## config.mk

```make
export PLATFORM = sky130hd
export DESIGN_NAME = acc_top
export DESIGN_NICKNAME = d
export VERILOG_FILES = /design/src/rtl/acc_pkg.sv /design/src/rtl/acc_pin_if.sv /design/src/rtl/acc_sync.sv /design/src/rtl/acc_pinmux.sv /design/src/rtl/acc_top.sv
export SDC_FILE = /design/constraint.sdc
export NUM_CORES = 1
export LEC_CHECK = 0
export BUFFER_PORTS_ARGS = -buffer_cell sky130_fd_sc_hd__buf_2
export CAP_MARGIN = 20
export CORE_MARGIN = 5
export CORE_UTILIZATION = 56
export CTS_CLUSTER_SIZE = 12
export DETAILED_ROUTE_END_ITERATION = 10
export GPL_TIMING_DRIVEN = 0
export HOLD_SLACK_MARGIN = 0.1
export PLACE_DENSITY_LB_ADDON = 0.25
export RECOVER_POWER = 100
export SLEW_MARGIN = 25
export SYNTH_ARGS = -nofsm -noshare
export SYNTH_HDL_FRONTEND = slang
export SYNTH_HIERARCHICAL = 1
export SYNTH_SLANG_ARGS = --single-unit
export TNS_END_PERCENT = 50
```

## constraint.sdc

```tcl
create_clock -name clk_sys -period 3.25 [get_ports clk_sys]
set_clock_uncertainty 0.05 [all_clocks]
set_input_delay 0.325 -clock clk_sys [delete_from_list [all_inputs] [get_ports clk_sys]]
set_output_delay 0.325 -clock clk_sys [all_outputs]
set_load 0.01 [all_outputs]
```

## src/rtl/acc_pkg.sv

```systemverilog
// Constants shared by the comparator control block and its helpers.
package acc_pkg;

  // ==========================================================================
  // Bus and pin geometry
  localparam int ACC_ADDR_W = 4;
  localparam int ACC_DATA_W = 8;
  localparam int ACC_PINS = 4;
  localparam int ACC_SYNC_STAGES = 2;

  // ==========================================================================
  // Register offsets
  localparam logic [3:0] ACC_OFF_CTRL = 4'h0;
  localparam logic [3:0] ACC_OFF_STAT = 4'h1;
  localparam logic [3:0] ACC_OFF_MASK = 4'h2;
  localparam logic [3:0] ACC_OFF_FSEL_IN = 4'h3;
  localparam logic [3:0] ACC_OFF_FSEL_OUT = 4'h4;
  localparam logic [3:0] ACC_OFF_PULL = 4'h5;
  localparam logic [3:0] ACC_OFF_PDATA = 4'h6;
  localparam logic [3:0] ACC_OFF_PDIR = 4'h7;
  localparam logic [3:0] ACC_OFF_FLAG_SET = 4'h8;

  // ==========================================================================
  // Control register fields and reset values
  localparam int ACC_BIT_POWER = 6;
  localparam int ACC_BIT_INVERT = 5;
  localparam int ACC_BIT_RESULT = 4;
  localparam int ACC_BIT_HYST = 0;
  localparam int ACC_BIT_FLAG = 0;
  localparam logic [7:0] ACC_CTRL_RESET = 8'h01;
  localparam logic [7:0] ACC_CTRL_RO_ZERO = 8'h8e;
  localparam logic [3:0] ACC_DIR_RESET = 4'hf;

endpackage

```

## src/rtl/acc_pin_if.sv

```systemverilog
// Carrier between the control core and the shared-pin multiplexer.
interface acc_pin_if #(
  parameter int N = 4
);
  logic [N-1:0] fsel_in;
  logic [N-1:0] fsel_out;
  logic [N-1:0] pull_cfg;
  logic [N-1:0] latch;
  logic [N-1:0] dir;
  logic result;
  logic [N-1:0] read_val;

  modport ctl (output fsel_in, output fsel_out, output pull_cfg, output latch, output dir, output result,
    input read_val);
  modport mux (input fsel_in, input fsel_out, input pull_cfg, input latch, input dir, input result,
    output read_val);
endinterface

```

## src/rtl/acc_sync.sv

```systemverilog
// Two flip-flop synchroniser for the raw analog comparator output.
module acc_sync (
  input wire logic clk_sys,
  input wire logic nrst,
  input wire logic async_in,
  output logic sync_out
);
  logic meta_reg;
  logic sync_reg;

  // ==========================================================================
  // First stage feeds only the second stage
  always_ff @(posedge clk_sys or negedge nrst) begin
    if (!nrst) begin
      meta_reg <= 1'b0;
      sync_reg <= 1'b0;
    end else begin
      meta_reg <= async_in;
      sync_reg <= meta_reg;
    end
  end

  assign sync_out = sync_reg;
endmodule

```

## src/rtl/acc_pinmux.sv

```systemverilog
// Shared I/O pin steering for comparator inputs and output.
module acc_pinmux #(
  parameter int N = 4
) (
  acc_pin_if.mux pins,
  input wire logic [N-1:0] pin_in,
  output logic [N-1:0] pin_out,
  output logic [N-1:0] pin_oe,
  output logic [N-1:0] pin_pull_en
);
  // ==========================================================================
  // Per-pin steering, one copy per pin
  for (genvar i = 0; i < N; i++) begin : g_pin
    logic cmp_fn;
    assign cmp_fn = pins.fsel_in[i] | pins.fsel_out[i];
    // Comparator function masks the pad: input-direction reads zero, output reads latch
    assign pins.read_val[i] = cmp_fn ? (pins.dir[i] ? 1'b0 : pins.latch[i]) : pin_in[i];
    // Pull-high would load the analog input, so it drops out
    assign pin_pull_en[i] = pins.pull_cfg[i] & ~pins.fsel_in[i];
    assign pin_out[i] = pins.fsel_out[i] ? pins.result : pins.latch[i];
    assign pin_oe[i] = pins.fsel_out[i] | (~pins.fsel_in[i] & ~pins.dir[i]);
  end
endmodule

```

## src/rtl/acc_top.sv

```systemverilog
// Analog comparator control: register file, result path, interrupt and wake.
// ============================================================================
// What this block does
// - A cleared enable bit powers the comparator core down.
// - Clearing the enable bit forces the result bit low.
// - Polarity bit zero passes the raw output, one inverts it.
// - The result bit is read-only and reflects the compared inputs under the polarity.
// - The hysteresis bit turns hysteresis on when set and is set after reset.
// - Control bits 7 and 3 to 1 always read as zero.
// - Every change of the result bit sets the comparator interrupt flag.
// - A set flag with its enable set requests the comparator interrupt.
// - In sleep or idle with the comparator on, a change that sets a clear flag also wakes the device.
// - An enabled comparator keeps working during sleep or idle.
// - With the comparator function on a pin, its port read gives zero for input direction, else the latch.
// - Selecting a comparator input function on a pin removes its pull-high.
// - The result can be driven onto a shared output pin when that function is selected.
module acc_top
  import acc_pkg::*;
#(
  parameter int N = acc_pkg::ACC_PINS
) (
  input wire logic clk_sys,
  input wire logic nrst,
  input wire logic [acc_pkg::ACC_ADDR_W-1:0] reg_addr,
  input wire logic [acc_pkg::ACC_DATA_W-1:0] reg_wdata,
  input wire logic reg_wr,
  input wire logic reg_rd,
  output logic [acc_pkg::ACC_DATA_W-1:0] reg_rdata,
  input wire logic cmp_raw,
  input wire logic low_power,
  output logic comparator_power_on,
  output logic hysteresis_on,
  output logic irq,
  output logic wake,
  input wire logic [N-1:0] pin_in,
  output logic [N-1:0] pin_out,
  output logic [N-1:0] pin_oe,
  output logic [N-1:0] pin_pull_en
);
  import acc_pkg::*;

  // ==========================================================================
  // State
  logic power_reg, power_next;
  logic invert_reg, invert_next;
  logic hyst_reg, hyst_next;
  logic result_reg, result_next;
  logic flag_reg, flag_next;
  logic mask_reg, mask_next;
  logic wake_reg, wake_next;
  logic [N-1:0] fin_reg, fin_next;
  logic [N-1:0] fout_reg, fout_next;
  logic [N-1:0] pull_reg, pull_next;
  logic [N-1:0] latch_reg, latch_next;
  logic [N-1:0] dir_reg, dir_next;
  logic [ACC_DATA_W-1:0] rdata_reg, rdata_next;
  logic raw_sync;
  logic cmp_event;
  logic [ACC_DATA_W-1:0] ctrl_view;

  acc_pin_if #(.N(N)) pin_bus ();

  // ==========================================================================
  // Raw comparator output into the clock domain
  acc_sync u_sync (
    .clk_sys(clk_sys),
    .nrst(nrst),
    .async_in(cmp_raw),
    .sync_out(raw_sync)
  );

  acc_pinmux #(.N(N)) u_pinmux (
    .pins(pin_bus.mux),
    .pin_in(pin_in),
    .pin_out(pin_out),
    .pin_oe(pin_oe),
    .pin_pull_en(pin_pull_en)
  );

  assign pin_bus.fsel_in = fin_reg;
  assign pin_bus.fsel_out = fout_reg;
  assign pin_bus.pull_cfg = pull_reg;
  assign pin_bus.latch = latch_reg;
  assign pin_bus.dir = dir_reg;
  assign pin_bus.result = result_reg;

  // ==========================================================================
  // Control register as software sees it, unused bits tied low
  always_comb begin
    ctrl_view = '0;
    ctrl_view[ACC_BIT_POWER] = power_reg;
    ctrl_view[ACC_BIT_INVERT] = invert_reg;
    ctrl_view[ACC_BIT_RESULT] = result_reg;
    ctrl_view[ACC_BIT_HYST] = hyst_reg;
  end

  // Result path; a disabled core reads low whatever the pads do
  always_comb begin
    if (power_reg) begin
      result_next = raw_sync ^ invert_reg;
    end else begin
      result_next = 1'b0;
    end
  end

  // Any change of the result is an interrupt event, including the forced drop at disable
  assign cmp_event = result_next != result_reg;

  // ==========================================================================
  // Register writes, flag and wake
  always_comb begin
    power_next = power_reg;
    invert_next = invert_reg;
    hyst_next = hyst_reg;
    mask_next = mask_reg;
    fin_next = fin_reg;
    fout_next = fout_reg;
    pull_next = pull_reg;
    latch_next = latch_reg;
    dir_next = dir_reg;
    flag_next = flag_reg;
    if (reg_wr) begin
      case (reg_addr)
        ACC_OFF_CTRL: begin
          // Result bit is not writable
          power_next = reg_wdata[ACC_BIT_POWER];
          invert_next = reg_wdata[ACC_BIT_INVERT];
          hyst_next = reg_wdata[ACC_BIT_HYST];
        end
        ACC_OFF_STAT: begin
          flag_next = flag_reg & ~reg_wdata[ACC_BIT_FLAG];
        end
        ACC_OFF_MASK: begin
          mask_next = reg_wdata[ACC_BIT_FLAG];
        end
        ACC_OFF_FSEL_IN: begin
          fin_next = reg_wdata[N-1:0];
        end
        ACC_OFF_FSEL_OUT: begin
          fout_next = reg_wdata[N-1:0];
        end
        ACC_OFF_PULL: begin
          pull_next = reg_wdata[N-1:0];
        end
        ACC_OFF_PDATA: begin
          latch_next = reg_wdata[N-1:0];
        end
        ACC_OFF_PDIR: begin
          dir_next = reg_wdata[N-1:0];
        end
        ACC_OFF_FLAG_SET: begin
          // Lets software pre-arm the flag so sleep is not broken
          flag_next = flag_reg | reg_wdata[ACC_BIT_FLAG];
        end
        default: begin
          flag_next = flag_reg;
        end
      endcase
    end
    // Hardware set wins over a same-cycle clear
    if (cmp_event) begin
      flag_next = 1'b1;
    end
    // Wake only on a fresh flag, so a pre-set flag suppresses it
    wake_next = low_power & power_reg & cmp_event & ~flag_reg;
  end

  // ==========================================================================
  // Read mux, data valid the cycle after the strobe only
  always_comb begin
    rdata_next = '0;
    if (reg_rd) begin
      case (reg_addr)
        ACC_OFF_CTRL: rdata_next = ctrl_view;
        ACC_OFF_STAT: rdata_next[ACC_BIT_FLAG] = flag_reg;
        ACC_OFF_MASK: rdata_next[ACC_BIT_FLAG] = mask_reg;
        ACC_OFF_FSEL_IN: rdata_next[N-1:0] = fin_reg;
        ACC_OFF_FSEL_OUT: rdata_next[N-1:0] = fout_reg;
        ACC_OFF_PULL: rdata_next[N-1:0] = pull_reg;
        ACC_OFF_PDATA: rdata_next[N-1:0] = pin_bus.read_val;
        ACC_OFF_PDIR: rdata_next[N-1:0] = dir_reg;
        default: rdata_next = '0;
      endcase
    end
  end

  // ==========================================================================
  // All state registers
  always_ff @(posedge clk_sys or negedge nrst) begin
    if (!nrst) begin
      power_reg <= ACC_CTRL_RESET[ACC_BIT_POWER];
      invert_reg <= ACC_CTRL_RESET[ACC_BIT_INVERT];
      hyst_reg <= ACC_CTRL_RESET[ACC_BIT_HYST];
      result_reg <= ACC_CTRL_RESET[ACC_BIT_RESULT];
      flag_reg <= 1'b0;
      mask_reg <= 1'b0;
      wake_reg <= 1'b0;
      fin_reg <= '0;
      fout_reg <= '0;
      pull_reg <= '0;
      latch_reg <= '0;
      dir_reg <= ACC_DIR_RESET[N-1:0];
      rdata_reg <= '0;
    end else begin
      power_reg <= power_next;
      invert_reg <= invert_next;
      hyst_reg <= hyst_next;
      result_reg <= result_next;
      flag_reg <= flag_next;
      mask_reg <= mask_next;
      wake_reg <= wake_next;
      fin_reg <= fin_next;
      fout_reg <= fout_next;
      pull_reg <= pull_next;
      latch_reg <= latch_next;
      dir_reg <= dir_next;
      rdata_reg <= rdata_next;
    end
  end

  // ==========================================================================
  // Outputs
  assign reg_rdata = rdata_reg;
  assign comparator_power_on = power_reg;
  assign hysteresis_on = hyst_reg;
  assign irq = flag_reg & mask_reg;
  assign wake = wake_reg;
endmodule

```

# Yosys cells after proc, flatten, opt, wreduce, memory -nomap -nowiden
# Index checks and enable logic that the tools add are counted.
dict set report op_classes {
  add_sub_neg 0
  mul 0
  n_div 0
  order_cmp 0
  n_eq_ne 9
  shift 0
  mux 20
  bitwise 33
  n_reduce_logical 11
}
# operator n
set op_table {}
lappend op_table {{$eq 4x3->1 const B} 4}
lappend op_table {{$reduce_and 2->1} 8}
lappend op_table {{$mux 1} 15}
lappend op_table {{$pmux 3 s5} 1}
lappend op_table {{$and 1x1->1} 13}
lappend op_table {{$not 1->1} 10}
lappend op_table {{$or 1x1->1} 9}
lappend op_table {{$eq 4x2->1 const B} 2}
lappend op_table {{$mux 8} 1}
lappend op_table {{$pmux 1 s8} 1}
lappend op_table {{$eq 4x1->1 const B} 1}
lappend op_table {{$eq 4x4->1 const B} 1}
lappend op_table {{$logic_not 4->1} 1}
lappend op_table {{$mux 3} 1}
lappend op_table {{$reduce_bool 3->1} 1}
lappend op_table {{$pmux 1 s2} 1}
lappend op_table {{$reduce_bool 2->1} 1}
lappend op_table {{$ne 1x1->1} 1}
lappend op_table {{$xor 1x1->1} 1}
dict set report word_totals {
  register_bits 37
  latch_bits 0
  mem_bits_rw 0
  rom_bits 0
  in_bits 22
  output_inout_bits 24
  wordCells 88
  n_memories 0
}

# Longest topological paths before layout
# Gate-level depths: netlist (run 1).
dict set report logic_depth {
  word_depth 5
  mapped_depth 6
  depth_no_buf 6
}

# Modules after synthesis
# The synthesis (run 1) kept the hierarchy.
# mod n_inst cells_per_inst area_per_inst_um2 seq_area_each_um2
set modules_own_cells {}
lappend modules_own_cells {acc_top 1 121 1561.5 857.1}
lappend modules_own_cells {acc_pinmux 1 24 185.2 0.0}
lappend modules_own_cells {acc_sync 1 2 50.0 50.0}

# Worst setup path after synthesis (run 1)
# Ideal clock, no wire load.
dict set report synth_path {
  kind {register to register}
  start {register dir_reg[1]}
  end {register rdata_reg[1], in the netlist reg_rdata[1]}
  setup_ns 0.122
  arrival_time_ns 1.453
  required_time_ns 3.078
  setup_slack_ns 1.624
  path_stages_with_launch 7
  n_path_buf 0
  synth_period_minus_slack_ns 1.626
  path_cell_list {dfstp_2 nor2b_1 mux2_1 mux2_2 a22o_1 a22oi_1 nor2_1}
}
dict set report synth_via {
  elab_chain_cells 4
}
# item line_no
set synth_rtl {}
lappend synth_rtl {{start, declared} acc_top.sv:55} ;# logic [N-1:0] dir_reg, dir_next;
lappend synth_rtl {{start signal, assigned} acc_top.sv:202} ;# dir_reg <= ACC_DIR_RESET[N-1:0];
lappend synth_rtl {{start signal, assigned} acc_top.sv:216} ;# dir_reg <= dir_next;
lappend synth_rtl {{$mux 1 (2 in a row)} acc_pinmux.sv:17} ;# assign pins.read_val[i] = cmp_fn ? (pins.dir[i] ? 1'b0 : pins.latch[i]) : pin_in[i];
lappend synth_rtl {{via pin_bus.read_val[1]} acc_pin_if.sv:11} ;# logic [N-1:0] read_val;
lappend synth_rtl {{$pmux 3 s5} acc_top.sv:173} ;# case (reg_addr)
lappend synth_rtl {{$mux 8} acc_top.sv:172} ;# if (reg_rd) begin
lappend synth_rtl {{via rdata_next[1]} acc_top.sv:56} ;# logic [ACC_DATA_W-1:0] rdata_reg, rdata_next;
lappend synth_rtl {{end signal, assigned} acc_top.sv:217} ;# rdata_reg <= rdata_next;
lappend synth_rtl {{end, declared} acc_top.sv:56}
# The timed path passes the listed nets, and every way through them passes these cells.
# A chain may end at the register's enable or synchronous reset.

# Final worst setup path (run 1)
dict set report layout_path {
  start {register fout_reg[1]}
  end {register rdata_reg[1], in the netlist reg_rdata[1]}
}
dict set report layout_via {
  elab_chain_cells 4
}
# item line_no
set layout_rtl {}
lappend layout_rtl {{start, declared} acc_top.sv:52} ;# logic [N-1:0] fout_reg, fout_next;
lappend layout_rtl {{start signal, assigned} acc_top.sv:213} ;# fout_reg <= fout_next;
lappend layout_rtl {{$or 1x1->1} acc_pinmux.sv:15} ;# assign cmp_fn = pins.fsel_in[i] | pins.fsel_out[i];
lappend layout_rtl {{$mux 1} acc_pinmux.sv:17}
lappend layout_rtl {{via pin_bus.read_val[1]} acc_pin_if.sv:11}
lappend layout_rtl {{$pmux 3 s5} acc_top.sv:173}
lappend layout_rtl {{$mux 8} acc_top.sv:172}
lappend layout_rtl {{via rdata_next[1]} acc_top.sv:56}
# The timed path passes the listed nets, and every way through them passes these cells.

==> results.yml, run 1 <==
run_status:
  status: "complete, no violations"
global_routing:
  grt_pass1_vias: 1354
  grt_max_degree: 37
  antenna_found_initial: 0
  grt_pass1_wl_um: 6240
  grt_usage_pct: 19.5
  grt_overflow: 0
routing:
  first_pass_iters: 4
  num_vias: 1320
  drc: 0
  vias_per_cell: 5.48
  drt_iter0_drc: 68
  routed_wl_um: 3850
  wl_per_cell_um: 16.0
  antenna_left: 0
critical_path:
  endpoint_kind: "register"
  critical_path_class: "register to register"
  worst_r2r_endpoint: "reg_rdata[1]"
  rrSetupSlack_ns: 1.47
  worst-path-max-fanout: 5
  required_ns: 3.43
  cp-start-kind: "register"
  timing.rr.start: "fout_reg[1]"
  rr_worst_depth: 6
  arrival_ns: 1.97
synth:
  synth_nets: 169
  yosys-top-cells-area: "dfrtp_1 43%, mux2_2 21%, dfstp_2 7.3%"
  synth-seq-cells: 36
  synth_xor_area_share_pct: 0.975
  synth_cell_type_count: 33
  yosys.area.top_type_share_pct: 43.2
  postSynthAreaPerCell_um2: 12.2
  yosys.area.top_type: "dfrtp_1"
  muxShareOfSynthArea_pct: 23.7
  synth_compound_area_share_pct: 7.17
  ys_seq_area_share_pct: 50.5
  synth-warning-count: 6
  syn-cell-area_mm2: 0.00180
  synth_top_family_by_area: "multiplexers"
  synth-simple-area-share_pct: 15.4
  synth_fa_ha_area_share_pct: 0
  synthCells: 147
clocking:
  root_buffer: "clkbuf_4"
  path_clk_slew_ns: 0.10
  cts_buffers: 5
  cts.sinks: 36
  htree_num_levels: 2
  cts_tree: "yes"
  clk_latency_ns: 0.34
  clockBufferDepth: 2
  cts.repair.resized: 0
timing:
  setup_viol: 0
  timing.final.ws_setup_ns: 1.47
  max_freq_mhz: 561
  slew_headroom_pct: 44.7
  min_period_ns: 1.78
  finalCritPeriodShare_pct: 54.8
  drv_slew: 0
  rsz0062_at_grt: "no"
  tns_ns: 0
  hold_viol_final: 0
  max_slew.worst_pin.slew_ns: 0.827
run:
  drv_cap: 0
cells_and_area:
  syn_to_final_growth_pct: 16.2
  largest_reg_flops: 7
  drive_gt1_share_pct: 33.0
  final_cell_mix: "32 x mux2_2, 31 x dfrtp_1, 23 x clkbuf_1, 22 x buf_2"
  fin_nets: 218
  final_util_pct: 67.8
  antenna_cells: 0
  mostFrequentLayoutCell: "mux2_2"
  fill_cells: 260
floorplanning:
  die_h_um: 66.6
  die_w_um: 66.6
  initial_core_util_pct: 58.4
  die_area_mm2: 0.00444
  core.rowCount: 20
  core_mm2: 0.00308
  io_pins: 46
power:
  powerDensity_mw_per_mm2: 576
  leakage_uw: 0.000919
  p_sw_share_pct: 30.2
  p_seq_share_pct: 50.7
  p_sw_uw: 363
  peakVddDrop_v: 0.000323
  clkPwrFrac_pct: 22.5
  p_int_uw: 839
  combPwrFrac_pct: 26.8
worst_hold_path:
  hp-start: "low_power"
  hold_path.class: "primary input to register"
  hold-path-endpoint: "wake"
  whs_path_depth: 3
placement:
  portBuffers: 40
  dp_slack_ns: 1.51
  routabilityCongestion: 0.900
  dp_hpwl_um: 2820
==> area by class of cell <==
type	count	area (um2)	share of cell area, %
well taps	44	55.1	2.64
plain buffers	6	31.3	1.50
flip-flops and latches	36	907	43.4
clock buffers	8	68.8	3.30
multi-input cells	105	830	39.7
repair buffers	42	196	9.41
==> worst max path at each step <==
| stage | slack (ns) | end | start |
|---|---|---|---|
| detailed placement | 1.51 | reg_rdata[3] | fout_reg[3] |
| floorplan | 1.62 | reg_rdata[1] | dir_reg[1] |
| CTS | 1.49 | reg_rdata[3] | fout_reg[3] |
| global route | 1.38 | reg_rdata[3] | dir_reg[3] |
| finish | 1.47 | reg_rdata[1] | fout_reg[1] |
| global placement | 1.53 | reg_rdata[3] | fout_reg[3] |
==> power by group through the flow <==
stage	registers (uW)	clock network (uW)	logic (uW)
6_report	609	270	323
3_5_place_dp	622	0	338
4_1_cts	613	281	341
3_3_place_gp	616	0	328
5_1_grt	623	302	354
2_1_floorplan	603	0	230
==> kinds of logic after synthesis <==
group                  Yosys count
AO/OA/AOI/OAI                   17
XOR/XNOR                         2
buffers and inverters            6
flip-flops                      36
multiplexers                    38
other                            1
AND/OR/NAND/NOR                 47
==> metal layers <==
layer	share of wire (%)	vias to the layer above	global-route usage (%)
met5	0	-	0
met4	2.4	0	10.4
met3	7.0	9	4.72
li1	-	615	-
met1	43	639	24.2
met2	48	57	31.1
==> repair_timing <==
action / 4_1_cts / 5_1_grt
setup buffers: 0 / 0
hold buffers: 2 / 0
setup endpoints to repair: 0 / 0
endpoints found under the hold margin: 32 / 0
==> worst max-delay path, cell delays in order, from the launching register on <==
cell     delay (ns)
dfrtp_1        0.44
nor2_1         0.15
mux2_1         0.33
mux2_2         0.26
a22o_1         0.19
a22oi_1        0.19
nor2_1         0.06
==> metrics by stage <==
step | cell area [um2] | power [uW] | cells | hold WS [ns]
5_1_grt | 2090 | 1280 | 241 | 0.133
3_3_place_gp | 2050 | 944 | 231 | 0.284
2_1_floorplan | 1800 | 833 | 147 | -0.0206
6_report | 2090 | 1200 | 241 | 0.146
4_1_cts | 2140 | 1230 | 241 | 0.132
3_5_place_dp | 2050 | 960 | 231 | 0.286
==> Yosys cell counts <==
library cell / n
xor2_1: 1
dfstp_2: 5
a22o_1: 6
and3_1: 1
and2b_1: 2
conb_1: 1
nand4_1: 1
or2_2: 1
nor2_1: 8
nor2_2: 2
a22oi_1: 4
nor3b_1: 2
mux2_2: 33
a31oi_1: 1
nand2b_1: 1
nor3_1: 2
clkbuf_1: 1
clkbuf_2: 1
nor2b_1: 11
o21bai_1: 4
o21ai_0: 1
xnor2_1: 1
buf_4: 3
buf_2: 1
and2_1: 5
dfrtp_1: 31
nand3_1: 4
mux2i_1: 1
mux2_1: 4
a21oi_1: 1
nor3b_4: 1
nand2_1: 5
nor2_4: 1
No activity file was read; power rests on OpenSTA's default activity.
==> inputs of run 2 (changes only) <==
CORE_UTILIZATION = 47   (was 56)
clock period = 1.6 ns   (was 3.25 ns; I/O delays follow)
==> run 2 against run 1 <==
Compared with the run above: the run now ends with setup timing left; core utilization is 6.0 points lower; non-clock buffer count is 12 higher; cell area is 9.3% higher; final cell count is 6.6% higher; count of clock-buffer cells in the layout is 2 lower; die area is 16% higher; combinational power grew to 2.6 times the previous value; critical endpoint is now reg_rdata[3]; largest power group unchanged; highest routed layer unchanged.
==> results.yml, run 2 (synthesis results as in run 1) <==
critical_path:
  worst-path-max-fanout: 5
  endpoint_kind: "register"
  critical_path_class: "register to register"
  critPathLaunch: "fin_reg[3]"
  cp-start-kind: "register"
  required_ns: 1.73
  timing.rr.start: "fin_reg[3]"
  arrival_ns: 1.82
routing:
  vias_per_cell: 5.19
  routed_wl_um: 4040
  first_pass_iters: 4
  drc: 0
  antenna_left: 0
  num_vias: 1333
  drt_iter0_drc: 56
  wl_per_cell_um: 15.7
power:
  powerDensity_mw_per_mm2: 1190
  leakage_uw: 0.00105
  peakVddDrop_v: 0.000660
run:
  drv_cap: 0
cells_and_area:
  largest_reg_flops: 7
  fill_cells: 320
  antenna_cells: 0
  finalInstanceArea_mm2: 0.00228
  mostFrequentLayoutCell: "buf_2"
  fin_nets: 230
  drive_gt1_share_pct: 48.8
  final_cell_mix: "33 x buf_2, 32 x mux2_2, 31 x dfrtp_1, 12 x buf_4, 11 x nor2b_1"
  syn_to_final_growth_pct: 27.0
timing:
  hold_viol_final: 0
  max_slew.worst_pin.slew_ns: 0.780
  tns_ns: -0.257
  drv_slew: 0
  whs_ns: 0.113
  min_period_ns: 1.69
  setup_viol: 3
  slew_headroom_pct: 48.0
  max_freq_mhz: 591
  rsz0062_at_grt: "yes"
  timing.final.ws_setup_ns: -0.0915
  finalCritPeriodShare_pct: 106
floorplanning:
  io_pins: 46
  core_mm2: 0.00369
  die_area_mm2: 0.00516
  die_w_um: 71.8
  initial_core_util_pct: 48.7
  die_h_um: 71.8
  core.rowCount: 22
worst_hold_path:
  hold_path.class: "primary input to register"
  hp-start: "reg_wdata[3]"
run_status:
  status: "complete, but fails checks"
  violations: "setup timing"
global_routing:
  antenna_found_initial: 0
  grt_max_degree: 37
  grt_usage_pct: 16.9
  grt_overflow: 0
  grt_pass1_wl_um: 6690
  grt_pass1_vias: 1416
clocking:
  cts_buffers: 5
  clockBufferDepth: 2
  cts_tree: "yes"
  root_buffer: "clkbuf_8"
  path_clk_slew_ns: 0.07
  clk_latency_ns: 0.29
  cts.sinks: 36
  htree_num_levels: 2
placement:
  dp_hpwl_um: 2770
  portBuffers: 40
  dpl_cell_area_mm2: 0.00206
  routabilityCongestion: 0.847
[run 2: changes by cell type in the layout (fill, tap and decap cells not counted), moves of 4 or more]
cell,before,now
clkbuf_4,5,0
clkbuf_8,2,6
clkbuf_1,23,9
buf_2,22,33
dfstp_2,1,5
buf_4,2,12
nor2_1,11,7
dfstp_1,4,0
[run 2: critical path: stages (launching register included)]
cell and delay, ns:
dfrtp_1 0.42, nor2_1 0.12, mux2_1 0.32, mux2_2 0.26, a22o_1 0.19, a22oi_2 0.17, nor2_1 0.06
[run 2: what timing repair did]
item | CTS | global route
hold buffers | 5 | 0
hold endpoints to repair | 35 | 0
pin swaps | 2 | 3
buffers inserted | 8 | 1
resized for setup | 4 | 2
endpoints found under the setup margin | 3 | 4
[run 2: area by class of cell]
cell class	count	area, um2	share of cell area [%]
Clock buffer	6	82.6	3.62
Tap cell	48	60.1	2.63
Clock inverter	2	10.0	0.439
Timing Repair Buffer	54	308	13.5
Sequential cell	36	907	39.7
Multi-Input combinational cell	105	878	38.5
Buffer	6	36.3	1.59
[run 2: path summary, 6_finish.rpt]
path,to,slack (ns),cells past startpoint
worst max-delay path,reg_rdata[3],-0.09,6
worst min-delay path,latch_reg[3],0.11,2
worst max register to register,reg_rdata[3],-0.09,6
worst min register to register,u_sync/sync_out,0.30,0
max in group asynchronous,reg_rdata[4],0.57,2
min in group asynchronous,reg_rdata[5],0.44,2
[run 2: routing by layer]
metal | global-route usage, % | vias up | part of all wire (%)
li1 | - | 644 | -
met1 | 20.7 | 643 | 44
met2 | 27.2 | 37 | 48
met3 | 6.17 | 9 | 6.6
met4 | 6.26 | 0 | 1.6
met5 | 0 | - | 0
[run 2: per-stage QoR]
step,std cells,setup WS [ns],total power (uW),utilization (%)
6_report,257,-0.0915,2700,61.9
4_1_cts,256,-0.110,2710,61.7
5_1_grt,257,-0.165,2860,61.9
3_3_place_gp,235,-0.115,1920,55.8
2_1_floorplan,147,-0.0123,1690,-
3_5_place_dp,235,-0.128,1950,55.8
[run 2: report_power, final]
| group | switching (uW) | internal, uW |
|---|---|---|
| Sequential | 129 | 1090 |
| Combinational | 351 | 474 |
| Clock | 316 | 343 |
